## src/rtl/spvp_pkg.sv

```systemverilog
/*
  spvp_pkg: constants, types and state record of the serial program/verify
  port. Assumes a single 100 MHz core clock; everything else is sampled.
*/
`default_nettype none

package spvp_pkg;

  // ************************************************************
  // clock and timing
  // ************************************************************
  localparam int CLK_PERIOD_NS = 10;        // core clock period
  localparam int ERASE_TIME_US = 10;        // self-timed bulk erase length
  localparam int ERASE_CYCLES  = (ERASE_TIME_US * 1000) / CLK_PERIOD_NS;

  // ************************************************************
  // frame layout
  // ************************************************************
  localparam logic [4:0] CMD_BITS    = 5'h04; // command code clocks
  localparam logic [4:0] FRAME_LAST  = 5'h13; // index of the 20th bit
  localparam logic [4:0] OUT_FIRST   = 5'h0c; // first output bit of operand
  localparam int         SYNC_W      = 3;     // sclk, data, voltage pin

  // ************************************************************
  // command codes
  // ************************************************************
  localparam logic [3:0] CMD_CORE    = 4'h0; // core instruction
  localparam logic [3:0] CMD_LATCH   = 4'h2; // shift out table latch
  localparam logic [3:0] CMD_RD      = 4'h8; // table read
  localparam logic [3:0] CMD_RD_PI   = 4'h9; // read, post-increment
  localparam logic [3:0] CMD_RD_PD   = 4'ha; // read, post-decrement
  localparam logic [3:0] CMD_RD_PRE  = 4'hb; // read, pre-increment
  localparam logic [3:0] CMD_WR      = 4'hc; // table write
  localparam logic [3:0] CMD_WR_PI2  = 4'hd; // write, post-increment by 2
  localparam logic [3:0] CMD_WR_PD2  = 4'he; // write, post-decrement by 2
  localparam logic [3:0] CMD_WR_PROG = 4'hf; // write, start programming

  // ************************************************************
  // addresses and erase options
  // ************************************************************
  localparam logic [21:0] ADDR_ERASE_CTRL = 22'h3c0004; // erase option target
  localparam logic [21:0] ADDR_PROTECT    = 22'h300008; // protection byte
  localparam logic [11:0] SFR_PTR_UPPER   = 12'hff8;    // pointer bits 21:16
  localparam logic [11:0] SFR_PTR_HIGH    = 12'hff7;    // pointer bits 15:8
  localparam logic [11:0] SFR_PTR_LOW     = 12'hff6;    // pointer bits 7:0
  localparam logic [7:0]  ERASE_DATA   = 8'h81;
  localparam logic [7:0]  ERASE_BOOT   = 8'h83;
  localparam logic [7:0]  ERASE_PANEL1 = 8'h88;
  localparam logic [7:0]  ERASE_PANEL2 = 8'h89;
  localparam logic [7:0]  ERASE_PANEL3 = 8'h8a;
  localparam logic [4:0]  PROT_RESET   = 5'h1f; // all regions unprotected

  // ************************************************************
  // types
  // ************************************************************
  typedef enum logic [1:0] {
    SPVP_CMD,      // shifting the command code
    SPVP_OPERAND,  // shifting the operand
    SPVP_ERASE     // self-timed erase, serial clocks ignored
  } spvp_state_t;

  // memory request towards the array controller
  typedef struct packed {
    logic        rd;     // read pulse, data expected next cycle
    logic        wr;     // write pulse
    logic [21:0] addr;
    logic [7:0]  wdata;
  } spvp_mem_t;

  // whole state of the port
  typedef struct packed {
    spvp_state_t st;
    logic        busy;       // erase running, mirrors the erase state
    logic        active;     // program/verify mode entered
    logic        pv_d;       // previous voltage pin level
    logic        sclk_d;     // previous serial clock level
    logic [4:0]  bit_cnt;    // bits completed in this frame
    logic [3:0]  cmd;
    logic [15:0] shreg;
    logic [21:0] ptr;
    logic [7:0]  latch;
    logic        rd_wait;
    logic        rd_prot;
    logic        erase_pend;
    logic [7:0]  erase_opt;
    logic [15:0] erase_cnt;
    logic        erase_go;
    logic [4:0]  prot;       // 1 = unprotected, per region
    logic        sdo;
    logic        oe;
    logic [15:0] core_instr;
    logic        core_vld;
    logic        prog_start;
    spvp_mem_t   mem;
  } spvp_state_rec_t;

endpackage

`default_nettype wire

```

## src/rtl/spvp_sync.sv

```systemverilog
/*
  spvp_sync: two-flop synchronisers for the asynchronous pins.
  Assumes the pins are slow compared to the core clock.
*/
`default_nettype none

module spvp_sync
(
  input  wire logic                       clock,
  input  wire logic                       nrst,
  input  wire logic [spvp_pkg::SYNC_W-1:0] pins,
  output var  logic [spvp_pkg::SYNC_W-1:0] synced
);

  // ************************************************************
  // one synchroniser per pin
  // ************************************************************
  genvar gi;
  generate
    for (gi = 0; gi < spvp_pkg::SYNC_W; gi++)
    begin : g_bit
      logic meta_r; // first stage, read only by the second
      // two stages; the first may go metastable
      always_ff @(posedge clock)
      begin
        if (!nrst)
        begin
          meta_r     <= 1'b0;
          synced[gi] <= 1'b0;
        end
        else
        begin
          meta_r     <= pins[gi];
          synced[gi] <= meta_r;
        end
      end
    end
  endgenerate

endmodule // spvp_sync

`default_nettype wire

```

## src/rtl/spvp_port.sv

```systemverilog
/*
  spvp_port: serial program/verify command interpreter.
  Assumes the programmer clocks slower than a quarter of the core clock,
  a core that executes handed-over instructions and writes pointer SFRs,
  and an array controller answering reads one cycle later.
*/
//
// Functional notes
// - serial clock input, data line bidirectional
// - drive after rising edge, sample on falling
// - all fields shifted least significant bit first
// - twenty-bit frame: command then sixteen-bit operand
// - four clocks deliver the command code
// - 0000 core instruction, 0010 shifts latch out
// - decode read variants and write post-increment two
// - 1110 post-decrement two, 1111 starts programming
// - operand: sixteen in, or eight in eight out
// - core instruction operand handed to the core
// - erased cells read as ones
// - unused reserved configuration bits read zero
// - erase by writing option to erase address
// - decode erase options, panels two/three large only
// - bulk erase clears matching code protection
// - erase starts fourth falling edge, commands stall
// - only bulk erase lifts code protection
// - pointer from three byte SFRs
`default_nettype none

module spvp_port
#(
  parameter bit LARGE_VARIANT = 1'b1 // panels two and three present
)
(
  input  wire logic               clock,
  input  wire logic               nrst,
  input  wire logic               sclk_pin,
  input  wire logic               serial_io_line_in,
  output var  logic               serial_io_line_out,
  output var  logic               serial_io_line_oe,
  input  wire logic               program_voltage_pin,
  input  wire logic               sfr_wr,
  input  wire logic [11:0]        sfr_addr,
  input  wire logic [7:0]         sfr_wdata,
  input  wire logic [7:0]         mem_rdata,
  output var  spvp_pkg::spvp_mem_t mem_req,
  output var  logic [15:0]        core_instr,
  output var  logic               core_instr_valid,
  output var  logic               prog_start,
  output var  logic               erase_start,
  output var  logic [7:0]         erase_option,
  output var  logic               erase_busy,
  output var  logic [4:0]         protect_state,
  output var  logic [21:0]        table_pointer,
  output var  logic [7:0]         table_latch,
  output var  logic               mode_active
);

  // ************************************************************
  // pin synchronisation
  // ************************************************************
  logic [spvp_pkg::SYNC_W-1:0] sync_w; // {pv, data, sclk}

  spvp_sync u_sync
  (
    .clock  (clock),
    .nrst   (nrst),
    .pins   ({program_voltage_pin, serial_io_line_in, sclk_pin}),
    .synced (sync_w)
  );

  spvp_pkg::spvp_state_rec_t r;   // registered state
  spvp_pkg::spvp_state_rec_t n;   // next state
  logic                      rise; // serial clock rising edge
  logic                      fall; // serial clock falling edge
  logic                      din;  // sampled data level
  logic                      pv;   // voltage pin at entry level

  assign din  = sync_w[1];
  assign pv   = sync_w[2];
  assign rise = sync_w[0] & ~r.sclk_d;
  assign fall = ~sync_w[0] & r.sclk_d;

  // read-type commands carry eight output bits
  function automatic logic out_half(input logic [3:0] c);
    out_half = (c == spvp_pkg::CMD_LATCH) || (c[3:2] == 2'b10);
  endfunction

  // ************************************************************
  // next-state logic
  // ************************************************************
  always_comb
  begin
    n            = r;
    n.sclk_d     = sync_w[0];
    n.pv_d       = pv;
    n.core_vld   = 1'b0;
    n.prog_start = 1'b0;
    n.erase_go   = 1'b0;
    n.mem.rd     = 1'b0;
    n.mem.wr     = 1'b0;
    n.rd_wait    = r.mem.rd; // array answers the cycle after the request

    // pointer bytes written by executed core instructions
    if (sfr_wr)
    begin
      case (sfr_addr)
        spvp_pkg::SFR_PTR_UPPER: n.ptr[21:16] = sfr_wdata[5:0];
        spvp_pkg::SFR_PTR_HIGH:  n.ptr[15:8]  = sfr_wdata;
        spvp_pkg::SFR_PTR_LOW:   n.ptr[7:0]   = sfr_wdata;
        default:                 n.ptr        = n.ptr;
      endcase
    end

    // read data lands in the latch one cycle after the request
    if (r.rd_wait)
      n.latch = r.rd_prot ? {3'h0, r.prot} : mem_rdata;

    // entry: lines low when the voltage pin reaches entry level
    if (pv && !r.pv_d && !sync_w[0] && !din)
      n.active = 1'b1;
    if (!pv)
    begin
      // leaving the mode drops any frame in flight
      n.active   = 1'b0;
      n.st       = spvp_pkg::SPVP_CMD;
      n.bit_cnt  = 5'h00;
      n.oe       = 1'b0;
      n.sdo      = 1'b0;
      n.erase_pend = 1'b0;
    end
    else if (r.active)
    begin
      case (r.st)
        spvp_pkg::SPVP_CMD:
        begin
          if (fall)
          begin
            n.cmd     = {din, r.cmd[3:1]};
            n.bit_cnt = r.bit_cnt + 5'h01;
            if (r.bit_cnt == spvp_pkg::CMD_BITS - 5'h01)
            begin
              if (r.erase_pend)
              begin
                // erase begins on this edge; the frame is abandoned
                n.erase_pend = 1'b0;
                n.erase_go   = 1'b1;
                n.erase_cnt  = 16'(spvp_pkg::ERASE_CYCLES - 1);
                n.st         = spvp_pkg::SPVP_ERASE;
                n.bit_cnt    = 5'h00;
                case (r.erase_opt)
                  spvp_pkg::ERASE_BOOT:   n.prot[0] = 1'b1;
                  spvp_pkg::ERASE_PANEL1: n.prot[1] = 1'b1;
                  spvp_pkg::ERASE_PANEL2: n.prot[2] = 1'b1;
                  spvp_pkg::ERASE_PANEL3: n.prot[3] = 1'b1;
                  default:                n.prot[4] = 1'b1;
                endcase
              end
              else
              begin
                n.st = spvp_pkg::SPVP_OPERAND;
                if (n.cmd[3:2] == 2'b10)
                begin
                  // pre-increment moves the pointer before the read
                  n.mem.addr = (n.cmd == spvp_pkg::CMD_RD_PRE) ? r.ptr + 22'h1 : r.ptr;
                  n.mem.rd   = 1'b1;
                  n.rd_prot  = (n.mem.addr == spvp_pkg::ADDR_PROTECT);
                  case (n.cmd)
                    spvp_pkg::CMD_RD_PI:  n.ptr = r.ptr + 22'h1;
                    spvp_pkg::CMD_RD_PD:  n.ptr = r.ptr - 22'h1;
                    spvp_pkg::CMD_RD_PRE: n.ptr = r.ptr + 22'h1;
                    default:              n.ptr = r.ptr;
                  endcase
                end
              end
            end
          end
        end

        spvp_pkg::SPVP_OPERAND:
        begin
          // output half: drive after the rising edge
          if (rise && out_half(r.cmd) && r.bit_cnt >= spvp_pkg::OUT_FIRST)
          begin
            n.sdo = r.latch[3'(r.bit_cnt - spvp_pkg::OUT_FIRST)];
            n.oe  = 1'b1;
          end
          if (fall)
          begin
            n.shreg   = {din, r.shreg[15:1]};
            n.bit_cnt = r.bit_cnt + 5'h01;
            if (r.bit_cnt == spvp_pkg::FRAME_LAST)
            begin
              n.st      = spvp_pkg::SPVP_CMD;
              n.bit_cnt = 5'h00;
              n.oe      = 1'b0;
              n.sdo     = 1'b0;
              if (r.cmd == spvp_pkg::CMD_CORE)
              begin
                n.core_instr = n.shreg;
                n.core_vld   = 1'b1;
              end
              else if (r.cmd[3:2] == 2'b11)
              begin
                // table write: low operand byte is the data
                if (r.ptr == spvp_pkg::ADDR_ERASE_CTRL)
                begin
                  case (n.shreg[7:0])
                    spvp_pkg::ERASE_DATA, spvp_pkg::ERASE_BOOT, spvp_pkg::ERASE_PANEL1:
                      n.erase_pend = 1'b1;
                    spvp_pkg::ERASE_PANEL2, spvp_pkg::ERASE_PANEL3:
                      n.erase_pend = LARGE_VARIANT;
                    default:
                      n.erase_pend = 1'b0;
                  endcase
                  n.erase_opt = n.shreg[7:0];
                end
                else if (r.ptr == spvp_pkg::ADDR_PROTECT)
                  n.prot = r.prot & n.shreg[4:0];
                else
                begin
                  n.mem.wr    = 1'b1;
                  n.mem.addr  = r.ptr;
                  n.mem.wdata = n.shreg[7:0];
                end
                case (r.cmd)
                  spvp_pkg::CMD_WR_PI2: n.ptr = r.ptr + 22'h2;
                  spvp_pkg::CMD_WR_PD2: n.ptr = r.ptr - 22'h2;
                  default:              n.ptr = r.ptr;
                endcase
                n.prog_start = (r.cmd == spvp_pkg::CMD_WR_PROG);
              end
            end
          end
        end

        spvp_pkg::SPVP_ERASE:
        begin
          // serial clocks are ignored until the timer runs out
          if (r.erase_cnt == 16'h0000)
            n.st = spvp_pkg::SPVP_CMD;
          else
            n.erase_cnt = r.erase_cnt - 16'h0001;
        end

        default:
          n.st = spvp_pkg::SPVP_CMD;
      endcase
    end
    // registered copy so the busy output leaves a flop directly
    n.busy = (n.st == spvp_pkg::SPVP_ERASE);
  end

  // ************************************************************
  // state register
  // ************************************************************
  always_ff @(posedge clock)
  begin
    if (!nrst)
    begin
      r      <= '0;
      r.prot <= spvp_pkg::PROT_RESET;
    end
    else
      r <= n;
  end

  // outputs straight from the state register
  assign serial_io_line_out = r.sdo;
  assign serial_io_line_oe  = r.oe;
  assign mem_req            = r.mem;
  assign core_instr         = r.core_instr;
  assign core_instr_valid   = r.core_vld;
  assign prog_start         = r.prog_start;
  assign erase_start        = r.erase_go;
  assign erase_option       = r.erase_opt;
  assign erase_busy         = r.busy;
  assign protect_state      = r.prot;
  assign table_pointer      = r.ptr;
  assign table_latch        = r.latch;
  assign mode_active        = r.active;

  // ************************************************************
  // assertions
  // ************************************************************
  property p_frame_len;
    @(posedge clock) disable iff (!nrst) r.bit_cnt <= spvp_pkg::FRAME_LAST;
  endproperty
  a_frame_len: assert property (p_frame_len) else $error("frame longer than 20 bits");

  property p_cmd_four;
    @(posedge clock) disable iff (!nrst)
      (r.active && pv && r.st == spvp_pkg::SPVP_CMD && fall && r.bit_cnt == 5'h03
       && !r.erase_pend) |=> (r.st == spvp_pkg::SPVP_OPERAND && r.bit_cnt == 5'h04);
  endproperty
  a_cmd_four: assert property (p_cmd_four) else $error("command not taken after four clocks");

  property p_oe_window;
    @(posedge clock) disable iff (!nrst)
      r.oe |-> (r.st == spvp_pkg::SPVP_OPERAND && out_half(r.cmd)
                && r.bit_cnt >= spvp_pkg::OUT_FIRST);
  endproperty
  a_oe_window: assert property (p_oe_window) else $error("data line driven outside output half");

  property p_drive_on_rise;
    @(posedge clock) disable iff (!nrst)
      ($rose(r.oe) || (r.oe && $changed(r.sdo))) |-> $past(rise);
  endproperty
  a_drive_on_rise: assert property (p_drive_on_rise) else $error("output changed off rising edge");

  property p_core_hand;
    @(posedge clock) disable iff (!nrst)
      r.core_vld |-> ($past(r.cmd) == spvp_pkg::CMD_CORE && $past(r.bit_cnt) == 5'h13);
  endproperty
  a_core_hand: assert property (p_core_hand) else $error("core instruction without frame");

  property p_wr_inc2;
    @(posedge clock) disable iff (!nrst)
      (r.active && pv && r.st == spvp_pkg::SPVP_OPERAND && fall && !sfr_wr
       && r.bit_cnt == 5'h13 && r.cmd == spvp_pkg::CMD_WR_PI2) |=> r.ptr == $past(r.ptr) + 22'h2;
  endproperty
  a_wr_inc2: assert property (p_wr_inc2) else $error("pointer not advanced by two");

  property p_prog;
    @(posedge clock) disable iff (!nrst)
      (r.active && pv && r.st == spvp_pkg::SPVP_OPERAND && fall
       && r.bit_cnt == 5'h13 && r.cmd == spvp_pkg::CMD_WR_PROG) |=> prog_start;
  endproperty
  a_prog: assert property (p_prog) else $error("programming not started");

  property p_erase_stall;
    @(posedge clock) disable iff (!nrst)
      (r.st == spvp_pkg::SPVP_ERASE && pv) |=> (r.bit_cnt == 5'h00 && !r.oe && !r.core_vld);
  endproperty
  a_erase_stall: assert property (p_erase_stall) else $error("serial activity during erase");

  property p_prot_lift;
    @(posedge clock) disable iff (!nrst)
      (|(r.prot & ~$past(r.prot))) |-> $past(r.erase_pend) && r.erase_go;
  endproperty
  a_prot_lift: assert property (p_prot_lift) else $error("protection lifted without erase");

  c_core:  cover property (@(posedge clock) disable iff (!nrst) r.core_vld);
  c_read:  cover property (@(posedge clock) disable iff (!nrst) $fell(r.oe));
  c_erase: cover property (@(posedge clock) disable iff (!nrst) $fell(erase_busy));

endmodule // spvp_port

`default_nettype wire

```

## config.mk

```make
export PLATFORM = sky130hd
export DESIGN_NAME = spvp_port
export DESIGN_NICKNAME = d
export VERILOG_FILES = /design/src/rtl/spvp_pkg.sv /design/src/rtl/spvp_sync.sv /design/src/rtl/spvp_port.sv
export SDC_FILE = /design/constraint.sdc
export NUM_CORES = 1
export LEC_CHECK = 0
export BUFFER_PORTS_ARGS = -buffer_cell sky130_fd_sc_hd__buf_4
export CELL_PAD_IN_SITES_DETAIL_PLACEMENT = 2
export CELL_PAD_IN_SITES_GLOBAL_PLACEMENT = 2
export CORE_ASPECT_RATIO = 0.7
export CORE_UTILIZATION = 37
export DETAILED_ROUTE_END_ITERATION = 12
export GPL_TIMING_DRIVEN = 0
export PLACE_DENSITY = 0.95
export SYNTH_ARGS = -nofsm -noshare
export SYNTH_HDL_FRONTEND = slang
export SYNTH_SLANG_ARGS = --single-unit
```

## constraint.sdc

```tcl
create_clock -name clock -period 5 [get_ports clock]
set_input_delay 1.5 -clock clock [delete_from_list [all_inputs] [get_ports clock]]
set_output_delay 1.5 -clock clock [all_outputs]
set_load 0.02 [all_outputs]
```

==> flow_summary.toml, run 1 <==
[sta]
report.final.slew_viol_count = 0
fmax_mhz = 257
worst_pin_slew_ns = 1.36
setup_violations = 0
fin_crit_ns = 3.88
hold_violations = 0
tns_ns = 0
rsz0062_at_grt = "no"
finClkSkew_ns = 0.0115
finalCritPeriodShare = 0.777
relSlewSlack = 0.0866

[cts]
path_clk_slew_ns = 0.07
cts_buffer_depth = 2
worst_skew_pair.late_latency_ns = 0.47
cts_setup_buffers = 0
post_cts_resized = 0
htreeDepth = 4
numCtsBuffers = 17
cts_tree = "built"
cts_root_buf = "clkbuf_16"
numClockSinks = 151
postCtsHoldBufs = 0

[global_route]
grt_usage = 0.379
antenna_found_initial = 4
grt_max_degree = 19
grt_pass1_wl_um = 80800
gr-total-overflow = 0
grt_pass1_vias = 12400

[logic_synthesis]
synthAdderAreaFrac = 0.00827
yosysSeqAreaShare = 0.286
yosys.area_share.simple = 0.299
syn_inst = 1368
ys.flop_type = "dfxtp_1"
yosys_warnings = 0
synth_edf_count = 0
synth_nets = 1409
synthXorXnorAreaFrac = 0.0298
synthMuxAreaShare = 0.0538
ys_types = 106
synth_compound_area_frac = 0.208
ys_async_sr_fraction = 0
ys_ff_latch = 151
synth_top_family_by_area = "simple AND/OR/NAND/NOR gates"
syn-cell-area_um2 = 10600
postSynthAreaPerCell_um2 = 7.74

[placement]
numPortBuffers = 131
place_congestion = 0.971
place_hpwl_um = 42300

[hold_path]
holdPathEnd = "u_sync.synced[2]$_SDFF_PN0_"
hp-start = "u_sync.g_bit[2].meta_r$_SDFF_PN0_"
hold_path_class = "reg2reg"
hold-path-cell-count = 1

[critical_path]
reg2reg_slack_ns = 1.15
reg2reg_depth = 12
end_kind = "register"
worstSetupPathType = "in2reg"
rr_endpoint = "table_pointer[19]$_SDFFE_PN0P_"
cp-start-kind = "input pin"
cp_max_fo = 6
reg2reg_from = "r[133]$_SDFFE_PN0P_"
worst_ep_arrival_time_ns = 4.20
crit_path_start = "sfr_addr[9]"
worstPathRequired_ns = 5.31

[flow_run]
maxCapViolCount = 0

[routing]
routed_wl_um = 55800
dr.pass1.iters = 5
routedWlPerCell_um = 29.3
vias = 12100
drc_errors = 0
vias_per_cell = 6.34
ant_nets = 0
first_iter_violations = 1307

[pwr]
power_per_cell_area_nw_per_um2 = 212
power.leakage_uw = 0.00482
ir_drop_uv = 225

[floorplan]
core_um2 = 27900
rows = 51
die_w_um = 204
die-area_um2 = 29300
die_h_um = 144
io_pins = 132
start_util = 0.379

[cells_and_area]
multi_input_area_um2 = 6340
nFillCells = 3189
drive_above_1_share = 0.241
seq_area_um2 = 3020
finalNetCount = 1559
area_delta_synth_final_pct = 19.4
utilization = 0.452

[status]
status = "complete, no violations"
## through the flow
| step | hold slack [ns] | power (uW) | std cells | setup WS (ns) | cell area (um^2) |
|---|---|---|---|---|---|
| 2_1_floorplan | 0.412 | 1270 | 1368 | 1.78 | 10600 |
| 3_3_place_gp | 0.422 | 1320 | 1870 | 1.05 | 12000 |
| 3_5_place_dp | 0.428 | 1330 | 1870 | 0.907 | 12000 |
| 4_1_cts | 0.454 | 2680 | 1902 | 1.27 | 12600 |
| 5_1_grt | 0.462 | 2730 | 1902 | 1.02 | 12600 |
| 6_report | 0.451 | 2680 | 1905 | 1.12 | 12600 |
## routing by layer
metal | GRT usage | up-vias | share of wire
met5 | 0.0153 | - | 0.0013
met3 | 0.123 | 120 | 0.11
li1 | - | 5190 | -
met1 | 0.512 | 6117 | 0.44
met4 | 0.129 | 4 | 0.026
met2 | 0.558 | 643 | 0.42
## kinds of logic after synthesis
| logic type | Yosys count |
|---|---|
| AO/OA/AOI/OAI | 342 |
| adder cells (fa/ha/maj) | 7 |
| multiplexers | 54 |
| flip-flops | 151 |
| AND/OR/NAND/NOR | 568 |
| XOR/XNOR | 36 |
| buffers and inverters | 210 |
## cell type report
| cell class | count | share of cell area |
|---|---|---|
| clock inverter | 15 | 0.0140 |
| sequential | 151 | 0.239 |
| clock buffer | 17 | 0.0336 |
| antenna | 3 | 0.000594 |
| inverter | 21 | 0.00623 |
| buffer | 189 | 0.0906 |
| multi-input combinational | 1007 | 0.501 |
| tap | 371 | 0.0367 |
| timing repair buffer | 131 | 0.0778 |
## cells in the mapped netlist (16+ instances only)
cell type  number  share of area
nor4_1         21          0.012
a21oi_1        94          0.044
or3_1          20          0.012
o21ai_0        58          0.027
nor3_1         30          0.014
nand4_1        23          0.014
and3_1         16         0.0095
buf_4          96          0.068
clkbuf_1       48          0.017
buf_2          36          0.017
inv_1          19         0.0067
nand2_1       130          0.046
a211oi_1       19          0.013
dfxtp_1       151           0.29
xnor2_1        29          0.024
nand3_1        55          0.026
and2_1         18          0.011
mux2i_1        49          0.046
nor2_1        140          0.050
o21ai_1        35          0.017
a31oi_1        33          0.020
## report_power, final
| group | switching [uW] | internal (uW) | leakage [uW] |
|---|---|---|---|
| combinational | 66.2 | 29.7 | 0.00331 |
| sequential | 2.86 | 1200 | 0.00122 |
| clock | 704 | 677 | 0.000293 |
| total | 773 | 1910 | 0.00482 |
## critical path, cell delays in order
cell and delay, ns:
buf_4 0.08, nand4_1 0.28, nor4_1 0.93, nand2b_1 0.44, o21ai_0 0.62, o2111a_1 0.29
nor3_1 0.05
## flip-flops by register name, indices dropped and copies added (netlist names), 5 cells and up
name and count:
protect_state 5, table_latch 8, core_instr 16, r 47
table_pointer 22, mem_req 32, erase_option 8
## layout by cell type (no fill, tap or decap), types with 11 or more instances in the layout
| master | count |
|---|---|
| nor2b_1 | 12 |
| o22ai_1 | 11 |
| buf_2 | 36 |
| o21ai_0 | 58 |
| nand2_1 | 130 |
| nand3_1 | 55 |
| nor3_1 | 30 |
| nand4_1 | 23 |
| and3_1 | 16 |
| a31oi_1 | 33 |
| or3_1 | 20 |
| buf_4 | 227 |
| nor2_1 | 140 |
| dfxtp_1 | 151 |
| inv_1 | 19 |
| o21ai_1 | 35 |
| nor4_1 | 21 |
| clkbuf_16 | 17 |
| clkbuf_1 | 48 |
| a21oi_1 | 94 |
| mux2i_1 | 49 |
| a211oi_1 | 19 |
| and2_1 | 18 |
| xnor2_1 | 29 |
## how the worst max path moves through the flow
stage,slack (ns),to
global placement,1.05,table_pointer[6]$_SDFFE_PN0P_
global route,1.02,table_pointer[19]$_SDFFE_PN0P_
CTS,1.27,table_pointer[19]$_SDFFE_PN0P_
floorplan,1.78,table_pointer[6]$_SDFFE_PN0P_
detailed placement,0.91,table_pointer[0]$_SDFFE_PN0P_
finish,1.12,table_pointer[0]$_SDFFE_PN0P_
No activity file was read; power rests on OpenSTA's default activity.
==> run 2: changes to the inputs <==
ABC_AREA = 1   (was not set)
CORE_UTILIZATION = 32   (was 37)
PLACE_DENSITY = 0.9   (was 0.95)
clock period = 3.75 ns   (was 5 ns; I/O delays follow)
==> flow_summary.toml, run 2 <==
[status]
status = "complete, no violations"

[critical_path]
end_kind = "register"
cp_max_fo = 8
worstPathRequired_ns = 4.13
rr_endpoint = "r[83]$_SDFFE_PN0P_"
reg2reg_slack_ns = 0.38
path_cells = "clkbuf_2 > nand3_1 > nor2_1 > inv_1 > nor3_1 > or2_2 > nand3_1 > o21ai_0 > nand2_1 > nor2_1 > nand3_1 > a21oi_1"
worstSetupPathType = "reg2reg"
reg2reg_from = "table_pointer[1]$_SDFFE_PN0P_"
reg2reg_depth = 12
slowest_delay_ns = 0.60
cpMostUsedCell = "nand3_1"
critPathBufInv = 2
cp-start-kind = "register"
worst_ep_arrival_time_ns = 3.75
slowest_stage = "dfxtp_1"
cp_top_family = "simple AND/OR/NAND/NOR gates"

[hold_path]
hp-start = "u_sync.g_bit[2].meta_r$_SDFF_PN0_"
hold_path_class = "reg2reg"
holdPathEnd = "u_sync.synced[2]$_SDFF_PN0_"
hold-path-cell-count = 2

[logic_synthesis]
ys_types = 55
ys_async_sr_fraction = 0
synth_nets = 1806
yosysMostFrequentCell = "nand2_1"
yosysSeqAreaShare = 0.274
yosys_warnings = 0
synthTopCellsByCount = "nand2_1 (383), inv_1 (191), nor2_1 (185), o21ai_0 (181), dfxtp_1 (151)"
postSynthAreaPerCell_um2 = 6.25
synth_area_leader_cell = "dfxtp_1"
synth_top_area_share = 0.274
syn-cell-area_um2 = 11000
synth_edf_count = 0
ys.flop_type = "dfxtp_1"
syn_inst = 1765
ys_ff_latch = 151
synthTopCellsByArea = "dfxtp_1 (27%), nand2_1 (13%), o21ai_0 (8.2%), inv_1 (6.5%), buf_4 (6.3%)"

[routing]
vias = 13500
dr.pass1.iters = 5
ant_nets = 0
routedWlPerCell_um = 24.6
first_iter_violations = 1017
drc_errors = 0
routed_wl_um = 58700
vias_per_cell = 5.63

[global_route]
antenna_found_initial = 1
gr-total-overflow = 0
use_met1 = 0.462
grt.busiest_layer = "met2"
grt_usage = 0.333
grt_use_met3 = 0.0812
grt_max_degree = 17
grt_pass1_vias = 14100
grt_pass1_wl_um = 87500
use_met2 = 0.518

[cts]
post_cts_resized = 0
cts_buffer_depth = 2
cts_tree = "built"
numCtsBuffers = 17
cts_root_buf = "clkbuf_16"
postCtsHoldBufs = 0
cts_setup_buffers = 0
worst_skew_pair.late_latency_ns = 0.46
htreeDepth = 4
numClockSinks = 151
path_clk_slew_ns = 0.08

[sta]
fin_crit_ns = 3.37
finClkSkew_ns = 0.0168
whs_ns = 0.431
relSlewSlack = 0.371
fmax_mhz = 297
rsz0062_at_grt = "no"
setup_violations = 0
fin_ws_ns = 0.380
hold_violations = 0
finalCritPeriodShare = 0.899
worst_pin_slew_ns = 0.944
tns_ns = 0
report.final.slew_viol_count = 0

[placement]
placed_area_um2 = 12600
place_congestion = 1.03
numPortBuffers = 130
pre_cts_slack_ns = 0.329
place_hpwl_um = 45800

[cells_and_area]
top_register = "r"
largest_register_ffs = 47
nFillCells = 4171
area_delta_synth_final_pct = 19.3
final_cell_mix = "nand2_1 (383), buf_4 (223), inv_1 (191), nor2_1 (185), o21ai_0 (181)"
drive_above_1_share = 0.196
final_common_cell = "nand2_1"
finalNetCount = 1955
post-route-cell-area_um2 = 13200

[floorplan]
die_h_um = 157
die_w_um = 224
core_um2 = 33700
start_util = 0.327
io_pins = 132
rows = 56
die-area_um2 = 35200

[pwr]
power_per_cell_area_nw_per_um2 = 266
total_power_uw = 3510
ir_drop_uv = 224
power.leakage_uw = 0.00605

[flow_run]
maxCapViolCount = 0
run 2: cell count changes after synthesis, moves of 23 or more:
cell / previous run / this run
o21ai_0: 58 / 181
nand2_2: 1 / 24
nor2_1: 140 / 185
o21ai_1: 35 / 2
inv_1: 19 / 191
xnor2_1: 29 / 5
nand3_1: 55 / 111
mux2i_1: 49 / 0
nand2_1: 130 / 383
run 2: cell families after synthesis:
group,share of synthesized area
and+or+nand+nor,0.326
adders and majority gates,0.00794
AOI/OAI and AO/OA,0.205
xor gates and xnor gates,0.0199
DFF,0.274
buffers and inverters,0.167
run 2: worst reg2reg max path: stages (launching register included):
cell and delay (ns):
dfxtp_1 0.60, clkbuf_2 0.37, nand3_1 0.26, nor2_1 0.26, inv_1 0.11, nor3_1 0.26, or2_2 0.17, nand3_1 0.06
o21ai_0 0.26, nand2_1 0.12, nor2_1 0.23, nand3_1 0.34, a21oi_1 0.24
run 2: how the worst max path moves through the flow:
stage / startpoint / endpoint / cells after the start
finish: table_pointer[1]$_SDFFE_PN0P_ / r[83]$_SDFFE_PN0P_ / 12
CTS: table_pointer[1]$_SDFFE_PN0P_ / r[83]$_SDFFE_PN0P_ / 12
global route: table_pointer[1]$_SDFFE_PN0P_ / r[83]$_SDFFE_PN0P_ / 13
detailed placement: sfr_addr[10] / table_pointer[7]$_SDFFE_PN0P_ / 11
floorplan: sfr_addr[10] / table_pointer[2]$_SDFFE_PN0P_ / 8
global placement: sfr_addr[10] / table_pointer[7]$_SDFFE_PN0P_ / 11
run 2: per-stage QoR:
step,std cells,utilization
floorplan,1765,-
global placement,2359,0.373
detailed placement,2359,0.373
CTS,2391,0.390
global route,2391,0.390
finish,2392,0.391
run 2: area by class of cell:
class	instances	area, um^2	area share
Clock inverter	12	116	0.00884
Sequential cell	151	3020	0.230
Inverter	205	772	0.0587
Timing Repair Buffer	130	976	0.0741
Antenna cell	1	2.50	0.000190
Multi-Input combinational cell	1240	6160	0.468
Clock buffer	20	457	0.0347
Buffer	169	1070	0.0817
Tap cell	464	581	0.0441
run 2: power by group:
group,internal (uW),switching (uW),total (uW)
Sequential,1610,3.80,1610
Clock,960,825,1790
Combinational,35.8,73.8,110
Total,2600,903,3510
run 2: metal layers:
layer | up-vias | share of wire | wire length, um
met5 | - | 0 | 0
met4 | 0 | 0.013 | 786
met3 | 51 | 0.092 | 5420
met2 | 568 | 0.44 | 25600
met1 | 6831 | 0.46 | 26900
li1 | 6016 | - | -
